`src/rtl/addr_stack_defines.svh`:
```
`ifndef ADDR_STACK_DEFINES_SVH
`define ADDR_STACK_DEFINES_SVH
// Notes on behaviour
// - History stack readable at extended offsets 4Eh, 4Fh.
// - Address captured at falling edge of latch strobe.
// - Every capture pushes stack one position older.
// - Four entries deep; oldest dropped on push.
// - Offset 4Eh returns address two captures back.

// ****************************************************************
// Offsets, widths and reset values
// ****************************************************************
`define STACK_DEPTH      4
`define ADDR_WIDTH       8
`define OFS_OLDER_SLOT   8'h4E
`define OFS_PREV_SLOT    8'h4F
`define IDX_CURRENT      0
`define IDX_PREV         1
`define IDX_OLDER        2
`define ADDR_RESET       8'h00
`define SYNC_STAGES      2
`endif

```
`src/rtl/addr_stack_pkg.sv`:
```
package addr_stack_pkg;
  `include "addr_stack_defines.svh"

  typedef logic [`ADDR_WIDTH-1:0] addr_t;

  // One sample of the host bus pins
  typedef struct packed {
    logic  ale;
    logic  rd_n;
    logic  cs_n;
    addr_t ad;
  } bus_sample_t;
endpackage : addr_stack_pkg

```
`src/rtl/address_history_stack.sv`:
```
`timescale 1ns/100ps
`include "addr_stack_defines.svh"
module address_history_stack
  import addr_stack_pkg::*;
#(
  parameter int DEPTH = `STACK_DEPTH
) (
  input  wire logic MCLK,          // 25 MHz system clock
  input  wire logic RST_N,         // Synchronous reset, active low
  input  wire logic ALE,           // Address latch strobe pin
  input  wire logic RD_N,          // Read strobe pin, active low
  input  wire logic CS_N,          // Chip select pin, active low
  input  wire logic [7:0] AD_IN,   // Multiplexed bus, pin level
  output logic [7:0] AD_OUT,       // Read data driven onto bus
  output logic AD_OE_N,            // Bus drive enable, low drives
  input  wire logic BANK_SEL,      // Bank select bit from control A
  output logic [7:0] LATCHED_ADDR, // Address of current access
  output logic STACK_SEL           // Current address hits the stack
);

  // ****************************************************************
  // Pin synchronisers
  // ****************************************************************
  bus_sample_t pin_s1_r;
  bus_sample_t pin_s2_r;
  bus_sample_t pin_s3_r;
  bus_sample_t pin_now;

  assign pin_now = '{ale: ALE, rd_n: RD_N, cs_n: CS_N, ad: AD_IN};

  always_ff @(posedge MCLK) begin
    if (!RST_N) begin
      pin_s1_r <= '{ale: 1'b0, rd_n: 1'b1, cs_n: 1'b1, ad: `ADDR_RESET};
      pin_s2_r <= '{ale: 1'b0, rd_n: 1'b1, cs_n: 1'b1, ad: `ADDR_RESET};
    end else begin
      pin_s1_r <= pin_now;
      pin_s2_r <= pin_s1_r;
    end
  end

  // Delayed copy for the strobe edge and the address that went with it
  always_ff @(posedge MCLK) begin
    if (!RST_N) begin
      pin_s3_r <= '{ale: 1'b0, rd_n: 1'b1, cs_n: 1'b1, ad: `ADDR_RESET};
    end else begin
      pin_s3_r <= pin_s2_r;
    end
  end

  // ****************************************************************
  // Address capture
  // ****************************************************************
  logic  ale_fall;
  addr_t capture_addr;

  // Falling strobe; address taken from the sample while still high
  assign ale_fall     = pin_s3_r.ale & ~pin_s2_r.ale;
  assign capture_addr = pin_s3_r.ad;

  // ****************************************************************
  // History stack
  // ****************************************************************
  logic [DEPTH-1:0][`ADDR_WIDTH-1:0] entries;

  // Each capture pushes; the oldest slot falls off the end
  history_shift #(
    .DEPTH (DEPTH),
    .WIDTH (`ADDR_WIDTH)
  ) u_history (
    .clk     (MCLK),
    .rst_n   (RST_N),
    .push    (ale_fall),
    .din     (capture_addr),
    .entries (entries)
  );

  addr_t cur_addr;
  addr_t prev_addr;
  addr_t older_addr;

  assign cur_addr   = entries[`IDX_CURRENT];
  assign prev_addr  = entries[`IDX_PREV];
  assign older_addr = entries[`IDX_OLDER];

  // ****************************************************************
  // Read decode
  // ****************************************************************
  logic rd_active;
  logic hit_older;
  logic hit_prev;
  logic stack_hit;

  assign rd_active = ~pin_s2_r.cs_n & ~pin_s2_r.rd_n;
  assign hit_older = BANK_SEL && (cur_addr == `OFS_OLDER_SLOT);
  assign hit_prev  = BANK_SEL && (cur_addr == `OFS_PREV_SLOT);
  assign stack_hit = hit_older | hit_prev;

  // ****************************************************************
  // Bus drive
  // ****************************************************************
  addr_t rd_data_r;
  logic  oe_n_r;
  logic  stack_sel_r;
  addr_t latched_r;

  // Slots are read only; writes to them are simply not decoded
  always_ff @(posedge MCLK) begin
    if (!RST_N) begin
      rd_data_r <= `ADDR_RESET;
    end else if (hit_older) begin
      rd_data_r <= older_addr;
    end else if (hit_prev) begin
      rd_data_r <= prev_addr;
    end else begin
      rd_data_r <= `ADDR_RESET;
    end
  end

  always_ff @(posedge MCLK) begin
    if (!RST_N) begin
      oe_n_r <= 1'b1;
    end else begin
      oe_n_r <= ~(rd_active & stack_hit);
    end
  end

  always_ff @(posedge MCLK) begin
    if (!RST_N) begin
      stack_sel_r <= 1'b0;
      latched_r   <= `ADDR_RESET;
    end else begin
      stack_sel_r <= stack_hit;
      latched_r   <= cur_addr;
    end
  end

  assign AD_OUT       = rd_data_r;
  assign AD_OE_N      = oe_n_r;
  assign STACK_SEL    = stack_sel_r;
  assign LATCHED_ADDR = latched_r;

  // ****************************************************************
  // Check helpers
  // ****************************************************************
  logic [1:0] since_mark_r;
  addr_t      mark_addr_r;
  addr_t      cap1_r;
  addr_t      cap2_r;

  // Follows one captured address through the next three pushes
  always_ff @(posedge MCLK) begin
    if (!RST_N) begin
      since_mark_r <= 2'h3;
      mark_addr_r  <= `ADDR_RESET;
    end else if (ale_fall) begin
      if (since_mark_r == 2'h3) begin
        since_mark_r <= 2'h0;
        mark_addr_r  <= capture_addr;
      end else begin
        since_mark_r <= since_mark_r + 2'h1;
      end
    end
  end

  // Last two captures, kept apart from the stack itself
  always_ff @(posedge MCLK) begin
    if (!RST_N) begin
      cap1_r <= `ADDR_RESET;
      cap2_r <= `ADDR_RESET;
    end else if (ale_fall) begin
      cap1_r <= capture_addr;
      cap2_r <= cap1_r;
    end
  end

  // ****************************************************************
  // Checks
  // ****************************************************************
  a_capture_fall: assert property (
    @(posedge MCLK) disable iff (!RST_N)
    ($past(pin_s2_r.ale) && !pin_s2_r.ale)
      |=> (cur_addr == $past(pin_s3_r.ad))
  ) else $error("address not captured on strobe fall");

  a_push_shift: assert property (
    @(posedge MCLK) disable iff (!RST_N)
    ale_fall |=> (prev_addr == $past(cur_addr))
      && (older_addr == $past(prev_addr))
  ) else $error("stack did not shift on capture");

  a_depth_drop: assert property (
    @(posedge MCLK) disable iff (!RST_N)
    ale_fall |=> (entries[DEPTH-1] == $past(entries[DEPTH-2]))
  ) else $error("oldest slot not replaced on push");

  a_hold_idle: assert property (
    @(posedge MCLK) disable iff (!RST_N)
    !ale_fall |=> $stable(entries)
  ) else $error("stack changed without a capture");

  a_four_back: assert property (
    @(posedge MCLK) disable iff (!RST_N)
    (ale_fall && since_mark_r == 2'h2)
      |=> (entries[DEPTH-1] == mark_addr_r)
  ) else $error("entry lost before four pushes");

  a_read_older: assert property (
    @(posedge MCLK) disable iff (!RST_N)
    (rd_active && BANK_SEL && cur_addr == 8'h4E)
      |=> (!AD_OE_N && AD_OUT == $past(older_addr))
  ) else $error("offset 4Eh did not return two-back address");

  a_read_prev: assert property (
    @(posedge MCLK) disable iff (!RST_N)
    (rd_active && BANK_SEL && cur_addr == 8'h4F)
      |=> (!AD_OE_N && AD_OUT == $past(prev_addr))
  ) else $error("offset 4Fh did not return previous address");

  a_drive_map: assert property (
    @(posedge MCLK) disable iff (!RST_N)
    !AD_OE_N |-> $past(BANK_SEL) && $past(rd_active)
      && ($past(cur_addr) == 8'h4E || $past(cur_addr) == 8'h4F)
  ) else $error("bus driven outside the stack locations");

  a_recover_seq: assert property (
    @(posedge MCLK) disable iff (!RST_N)
    (ale_fall && capture_addr == 8'h4E && cap1_r == 8'h0A)
      |=> (prev_addr == 8'h0A) && (older_addr == $past(cap2_r))
  ) else $error("recovery sequence did not stack bank access");

endmodule : address_history_stack

```
`src/rtl/history_shift.sv`:
```
`timescale 1ns/100ps
`include "addr_stack_defines.svh"
module history_shift
  import addr_stack_pkg::*;
#(
  parameter int DEPTH = `STACK_DEPTH,
  parameter int WIDTH = `ADDR_WIDTH
) (
  input  wire logic                        clk,     // System clock
  input  wire logic                        rst_n,   // Sync reset, low
  input  wire logic                        push,    // Shift in new entry
  input  wire logic [WIDTH-1:0]            din,     // Entry pushed
  output logic      [DEPTH-1:0][WIDTH-1:0] entries  // Index 0 is newest
);

  logic [WIDTH-1:0] slot_r [DEPTH];

  // ****************************************************************
  // Shift chain
  // ****************************************************************
  genvar g;
  generate
    for (g = 0; g < DEPTH; g++) begin : g_slot
      logic [WIDTH-1:0] src;
      // Head takes the new entry, every other slot its younger neighbour
      if (g == 0) begin : g_head
        assign src = din;
      end else begin : g_tail
        assign src = slot_r[g-1];
      end
      always_ff @(posedge clk) begin
        if (!rst_n) begin
          slot_r[g] <= WIDTH'(`ADDR_RESET);
        end else if (push) begin
          slot_r[g] <= src;
        end
      end
      assign entries[g] = slot_r[g];
    end
  endgenerate
endmodule : history_shift

```
`config.mk`:
```
export PLATFORM = sky130hd
export DESIGN_NAME = address_history_stack
export DESIGN_NICKNAME = d
export VERILOG_FILES = /design/src/rtl/addr_stack_pkg.sv /design/src/rtl/address_history_stack.sv /design/src/rtl/history_shift.sv
export VERILOG_INCLUDE_DIRS = /design/src /design/src/rtl
export SDC_FILE = /design/constraint.sdc
export NUM_CORES = 1
export LEC_CHECK = 0
export ABC_AREA = 1
export BUFFER_PORTS_ARGS = -buffer_cell sky130_fd_sc_hd__buf_2
export CAP_MARGIN = 0
export CELL_PAD_IN_SITES_DETAIL_PLACEMENT = 1
export CELL_PAD_IN_SITES_GLOBAL_PLACEMENT = 1
export CORE_UTILIZATION = 30
export CTS_CLUSTER_SIZE = 8
export DETAILED_ROUTE_END_ITERATION = 8
export PLACE_DENSITY_LB_ADDON = 0.1
export SLEW_MARGIN = 20
export SYNTH_ARGS = -nofsm -noshare
export SYNTH_HDL_FRONTEND = slang
export SYNTH_SLANG_ARGS = --single-unit
```
`constraint.sdc`:
```
create_clock -name MCLK -period 3.5 [get_ports MCLK]
set_input_delay 0 -clock MCLK [delete_from_list [all_inputs] [get_ports MCLK]]
set_output_delay 0 -clock MCLK [all_outputs]
set_load 0.02 [all_outputs]
```
==> flow_summary_export.csv, run 1 <==
group,metric,value,unit
worst_setup_path,path_buf_inv,0,
cts,htree_levels,3,
cts,post_cts_resized,0,
finish,n_antenna_cell,0,
logic_synthesis,yosysUniqueCellTypes,17,
place,place_congestion,0.7136,
power,p_leak,0.001446,uW
power,p_total,1561,uW
logic_synthesis,synth-seq-area-share,69.67,%
worst_setup_path,cp_data_arrival_time,1.41,ns
sta,fmax,692.3,MHz
detailed_routing,via_per_inst,3.970,
worst_setup_path,critPathKind,"flip-flop to flip-flop",
worst_setup_path,critPathCaptureType,"flip-flop",
detailed_routing,wl,3969,microns
logic_synthesis,synth_top_family_by_area,"simple AND/OR/NAND/NOR gates",
cts,cts_tree,"yes",
detailed_routing,wl_per_cell,9.972,microns
place,port_buffers,31,
logic_synthesis,synthSimpleGateAreaFrac,17.93,%
logic_synthesis,synthAdderAreaFrac,0,%
logic_synthesis,ys_warn_count,0,
cts,clkSinkCount,73,
min_path,hold_path_class,"primary input to flip-flop",
sta,finalCritPeriodShare,41.27,%
finish,final_area,2982,sq um
floorplan,initial_core_util,31.28,%
worst_setup_path,max_stage_delay,0.66,ns
grt,overflow,0,
worst_setup_path,critPathRequiredTime,3.46,ns
finish,layout-area-overhead-vs-synth,22.08,%
logic_synthesis,synth_compound_area_share,1.844,%
outcome,status,"completed",
logic_synthesis,synth.avg_cell_area,9.969,sq um
run,max-cap-violations,0,
grt,grt_max_degree,39,
sta,finalMaxSlewViolations,0,
finish,drive_gt1_share,19.26,%
power,power.density,523.5,nW/um^2
sta,report.final.hold_viol_count,0,
worst_setup_path,critPathMaxFanout,24,
logic_synthesis,syn_nets,259,
finish,fill_cells,913,
logic_synthesis,synthMuxAreaShare,0,%
logic_synthesis,synth_top_area_share,40.16,%
place,place_hpwl,2526,microns
detailed_routing,drtAntennaViolNets,0,
grt,grt_pass1_wl,6872,microns
worst_setup_path,crit_family,"compound AO/OA/AOI/OAI gates",
grt,track_usage,10.75,%
sta,worstMarginPinSlew,0.7550,ns
sta,max_slew_margin,49.47,%
floorplan,rows,32,
logic_synthesis,synth_area_leaders,"dfxtp_1 (40%), edfxtp_1 (30%), inv_1 (8.6%)",
worst_setup_path,cp-start-kind,"flip-flop",
power,vdd_drop_max,0.0001783,V
cts,cts.clk_slew.worst_paths,0.08,ns
floorplan,dieArea,8506,sq um
detailed_routing,drc,0,
sta,tns,0,ns
floorplan,dieHeight,92.23,microns
detailed_routing,drtIter0Drc,44,
detailed_routing,dr.pass1.iters,4,
worst_setup_path,crit_slowest_cell,"o21ai_4",
grt,grt_pass1_vias,1570,
logic_synthesis,ys_seq_elements,73,
place,placed_cell_area,2696,sq um
floorplan,io_pins,32,
finish,nets,305,
cts,cts_setup_buffers,0,
logic_synthesis,synth_area_leader_cell,"dfxtp_1",
logic_synthesis,syn_area,2442,sq um
sta,period_minus_slack,1.444,ns
sta,rsz0062_at_grt,"false",
cts,cts_made_buffers,9,
cts,clk_latency,0.34,ns
cts,ctsLongestPathBuffers,2,
detailed_routing,num_vias,1580,
sta,finalSetupViolCount,0,
cts,clockRootBuffer,"clkbuf_8",
grt,antenna_found_initial,0,
floorplan,coreArea,7807,sq um
floorplan,die_x,92.23,microns
logic_synthesis,postSynthCellCount,245,
logic_synthesis,synthXorXnorAreaFrac,0,%
sta,skew,0.008495,ns
worst_setup_path,path_cells,"o21ai_4",
-- power by group --
part / total (uW) / switching [uW] / internal (uW)
Combinational: 62.6 / 37.3 / 25.2
Clock: 586 / 288 / 298
Sequential: 912 / 10.2 / 902
Total: 1560 / 335 / 1230
-- logic make-up after synthesis --
logic type	after synthesis
buffers and inverters	65
AO/OA/AOI/OAI	9
flip-flops	73
AND/OR/NAND/NOR	98
-- cell usage in the layout (no fill, tap or decap), drive strengths merged, types with 8 or more instances in the layout --
master and count:
clkbuf 13, nor2 28, buf 31, dfxtp 49, inv 58, nand2 48
dlygate4sd3 11, nand3 11, edfxtp 24, a21oi 8
-- metrics by stage --
stage	worst slack (ns)	std cells	hold WS, ns	utilization [%]
after global routing	1.938	398	0.1214	38.19
after CTS	2.018	398	0.06772	38.19
after detailed placement	1.900	371	0.1880	34.54
after floorplan	0.8798	245	0.09763	-
final	2.056	398	0.07955	38.19
after global placement	1.734	371	0.1787	34.44
-- final cells by class --
| type | count | area [sq um] | share of cell area, % |
|---|---|---|---|
| Tap cell | 102 | 127.6 | 4.280 |
| Clock inverter | 3 | 15.01 | 0.5036 |
| Sequential cell | 73 | 1702 | 57.07 |
| Inverter | 58 | 217.7 | 7.302 |
| Timing Repair Buffer | 42 | 265.3 | 8.896 |
| Clock buffer | 13 | 160.2 | 5.371 |
| Multi-Input combinational cell | 107 | 494.2 | 16.58 |
-- state kept, by name, indices dropped and copies added (netlist names) --
signal,cells
AD_OE_N,1
AD_OUT,8
LATCHED_ADDR,8
STACK_SEL,1
capture_addr,8
pin_s1_r,11
pin_s2_r,11
pin_s3_r,1
u_history.slot_r,24
-- layer usage --
layer / up-vias / GRT usage, % / share of wire, %
met5: - / 0 / 0
met4: 0 / 7.422 / 2.9
met3: 11 / 2.819 / 3.5
met2: 32 / 18.47 / 48
met1: 718 / 11.46 / 45
li1: 819 / - / -
-- cells in the mapped netlist --
master    number
nand3_1       10
nand2_1       47
or2_2          4
buf_2          5
buf_6          1
nand3_2        1
inv_1         56
a21oi_1        8
inv_2          2
dfxtp_1       49
nor3_1         7
nor2_4         4
clkbuf_1       1
nor2_1        24
nand2_2        1
o21ai_0        1
edfxtp_1      24
-- final timing paths --
check	end	slack [ns]	cells after the start	start
setup / recovery	u_history.slot_r[0][5]$_SDFFCE_PN0P_	2.06	1	pin_s2_r[10]$_SDFF_PN0_
hold / removal	AD_OUT[3]$_SDFF_PN0_	0.08	5	BANK_SEL
setup reg to reg	u_history.slot_r[0][5]$_SDFFCE_PN0P_	2.06	1	pin_s2_r[10]$_SDFF_PN0_
hold reg to reg	capture_addr[2]$_SDFF_PN0_	0.41	2	pin_s2_r[2]$_SDFF_PN0_
-- timing repair --
| item | in CTS | in global routing |
|---|---|---|
| hold endpoints to repair | 11 | 0 |
| hold buffers | 11 | 0 |
| endpoints found under the setup margin | 0 | 0 |
Note: power is estimated with default switching activity, not from simulation.
==> inputs of run 2 (changes only) <==
Clock period 3.5 ns to 1.45 ns, I/O delays scaled along.
==> run 2 against run 1 <==
Effect of this change:
- via count fell by 0.82%
- die area did not move
- sequential share of layout area fell by 1.6 points
- global-route usage rose by 0.41 points
==> flow_summary_export.csv, run 2 (same netlist as run 1, synthesis figures left out) <==
group,metric,value,unit
outcome,status,"completed",
detailed_routing,num_vias,1567,
worst_setup_path,cp-start-kind,"flip-flop",
sta,fmax,781.0,MHz
floorplan,dieArea,8506,sq um
grt,track_usage,11.16,%
sta,worstMarginPinSlew,0.3778,ns
sta,finalCritPeriodShare,88.30,%
detailed_routing,dr.pass1.iters,4,
cts,cts.clk_slew.worst_paths,0.07,ns
sta,max_slew_margin,74.79,%
floorplan,coreArea,7807,sq um
worst_setup_path,path_buf_inv,0,
worst_setup_path,r2r_setup_slack,0.17,ns
finish,fill_cells,906,
grt,grt_pass1_vias,1548,
power,p_leak,0.001484,uW
detailed_routing,via_per_inst,3.918,
worst_setup_path,critPathRequiredTime,1.53,ns
floorplan,dieHeight,92.23,microns
sta,tns,0,ns
worst_setup_path,ff2ff_path_depth,3,
cts,clkSinkCount,73,
detailed_routing,drc,0,
worst_setup_path,crit_family,"flip-flops",
detailed_routing,wl_per_cell,10.31,microns
sta,finalSetupViolCount,0,
sta,finalMaxSlewViolations,0,
finish,nets,307,
sta,rsz0062_at_grt,"false",
worst_setup_path,critPathMaxFanout,18,
worst_setup_path,r2r-start,"pin_s2_r[10]$_SDFF_PN0_",
worst_setup_path,path_depth,3,
worst_setup_path,crit_top_cell,"nor2_1",
grt,grt_max_degree,25,
cts,htree_levels,3,
cts,cts_tree,"yes",
finish,layout_common_cells,"inv_1 (56), dfxtp_1 (49), nand2_1 (47)",
worst_setup_path,max_stage_delay,0.53,ns
cts,clk_latency,0.34,ns
place,place_congestion,0.7196,
grt,grt_pass1_wl,7093,microns
finish,n_antenna_cell,0,
worst_setup_path,critPathKind,"flip-flop to flip-flop",
finish,top_register,"u_history.slot_r",
detailed_routing,wl,4123,microns
worst_setup_path,cp_data_arrival_time,1.36,ns
finish,largest_register_ffs,24,
run,max-cap-violations,0,
sta,skew,0.008286,ns
worst_setup_path,endpoint,"u_history.slot_r[1][7]$_SDFFCE_PN0P_",
finish,stdcell_count,400,
finish,largestRegisters,"u_history.slot_r (24), pin_s1_r (11), pin_s2_r (11)",
worst_setup_path,critPathLaunch,"pin_s2_r[10]$_SDFF_PN0_",
place,post-place-cells,373,
grt,overflow,0,
sta,period_minus_slack,1.280,ns
floorplan,initial_core_util,31.28,%
floorplan,die_x,92.23,microns
power,vdd_drop_max,0.0004480,V
finish,final_common_cell,"inv_1",
power,power.density,1355,nW/um^2
floorplan,rows,32,
detailed_routing,drtIter0Drc,44,
finish,layout-area-overhead-vs-synth,25.61,%
cts,cts_setup_buffers,0,
finish,drive_gt1_share,20.47,%
grt,antenna_found_initial,0,
cts,cts_made_buffers,9,
place,place_hpwl,2622,microns
cts,post_cts_resized,0,
place,post-place-ws,0.1282,ns
worst_setup_path,critPathCaptureType,"flip-flop",
cts,clockRootBuffer,"clkbuf_8",
detailed_routing,drtAntennaViolNets,0,
power,p_total,4156,uW
worst_setup_path,worstReg2RegEnd,"u_history.slot_r[1][7]$_SDFFCE_PN0P_",
sta,timing.final.ws_setup,0.1696,ns
worst_setup_path,path_cells,"nor2_1, nand2_2, nor2_1",
worst_setup_path,crit_slowest_cell,"dfxtp_1",
floorplan,io_pins,32,
sta,report.final.hold_viol_count,0,
cts,ctsLongestPathBuffers,2,
min_path,hold_path_class,"primary input to flip-flop",
place,port_buffers,31,
run 2: what timing repair did:
| action | 4_1_cts | 5_1_grt |
|---|---|---|
| endpoints found under the setup margin | 0 | 0 |
| hold buffers | 11 | 0 |
| endpoints found under the hold margin | 11 | 0 |
run 2: cell type report:
type / instances / area [sq um] / share of cell area (%)
Timing Repair Buffer: 44 / 292.8 / 9.543
Multi-Input combinational cell: 107 / 494.2 / 16.11
Tap cell: 102 / 127.6 / 4.160
Sequential cell: 73 / 1702 / 55.46
Clock inverter: 3 / 42.54 / 1.387
Clock buffer: 13 / 191.4 / 6.240
Inverter: 58 / 217.7 / 7.096
run 2: worst min path at each step:
stage	from	endpoint	slack (ns)	cells past startpoint
6_report	RST_N	pin_s1_r[7]$_SDFF_PN0_	0.05	3
5_1_grt	RST_N	pin_s2_r[7]$_SDFF_PN0_	0.07	3
3_5_place_dp	AD_IN[7]	pin_s1_r[7]$_SDFF_PN0_	0.19	3
4_1_cts	RST_N	pin_s2_r[7]$_SDFF_PN0_	0.04	3
3_3_place_gp	AD_IN[7]	pin_s1_r[7]$_SDFF_PN0_	0.18	3
2_1_floorplan	AD_IN[0]	pin_s1_r[0]$_SDFF_PN0_	0.1	2
run 2: stage by stage:
step / utilization, % / hold WS, ns / area, sq um
after floorplan: - / 0.09763 / 2454
after global routing: 39.29 / 0.07119 / 3068
final: 39.29 / 0.05144 / 3068
after detailed placement: 34.89 / 0.1873 / 2724
after global placement: 34.89 / 0.1807 / 2724
after CTS: 39.29 / 0.04098 / 3068
run 2: power breakdown:
group	total, uW	switching, uW	internal, uW
combinational	163	93.7	68.8
sequential	2200	24.9	2180
clock	1790	743	1050
run 2: worst register-to-register path, delay by kind of cell (launching register included):
kind	cells	cell delay [ns]
AND/OR/NAND/NOR	3	0.50
flip-flops	1	0.53
run 2: per-layer routing:
layer,track usage (%),wire [microns],up-vias
met5,0,0,-
met4,7.422,124,0
met3,3.234,140,10
met2,17.48,1871,29
met1,13.24,1987,707
li1,-,-,821
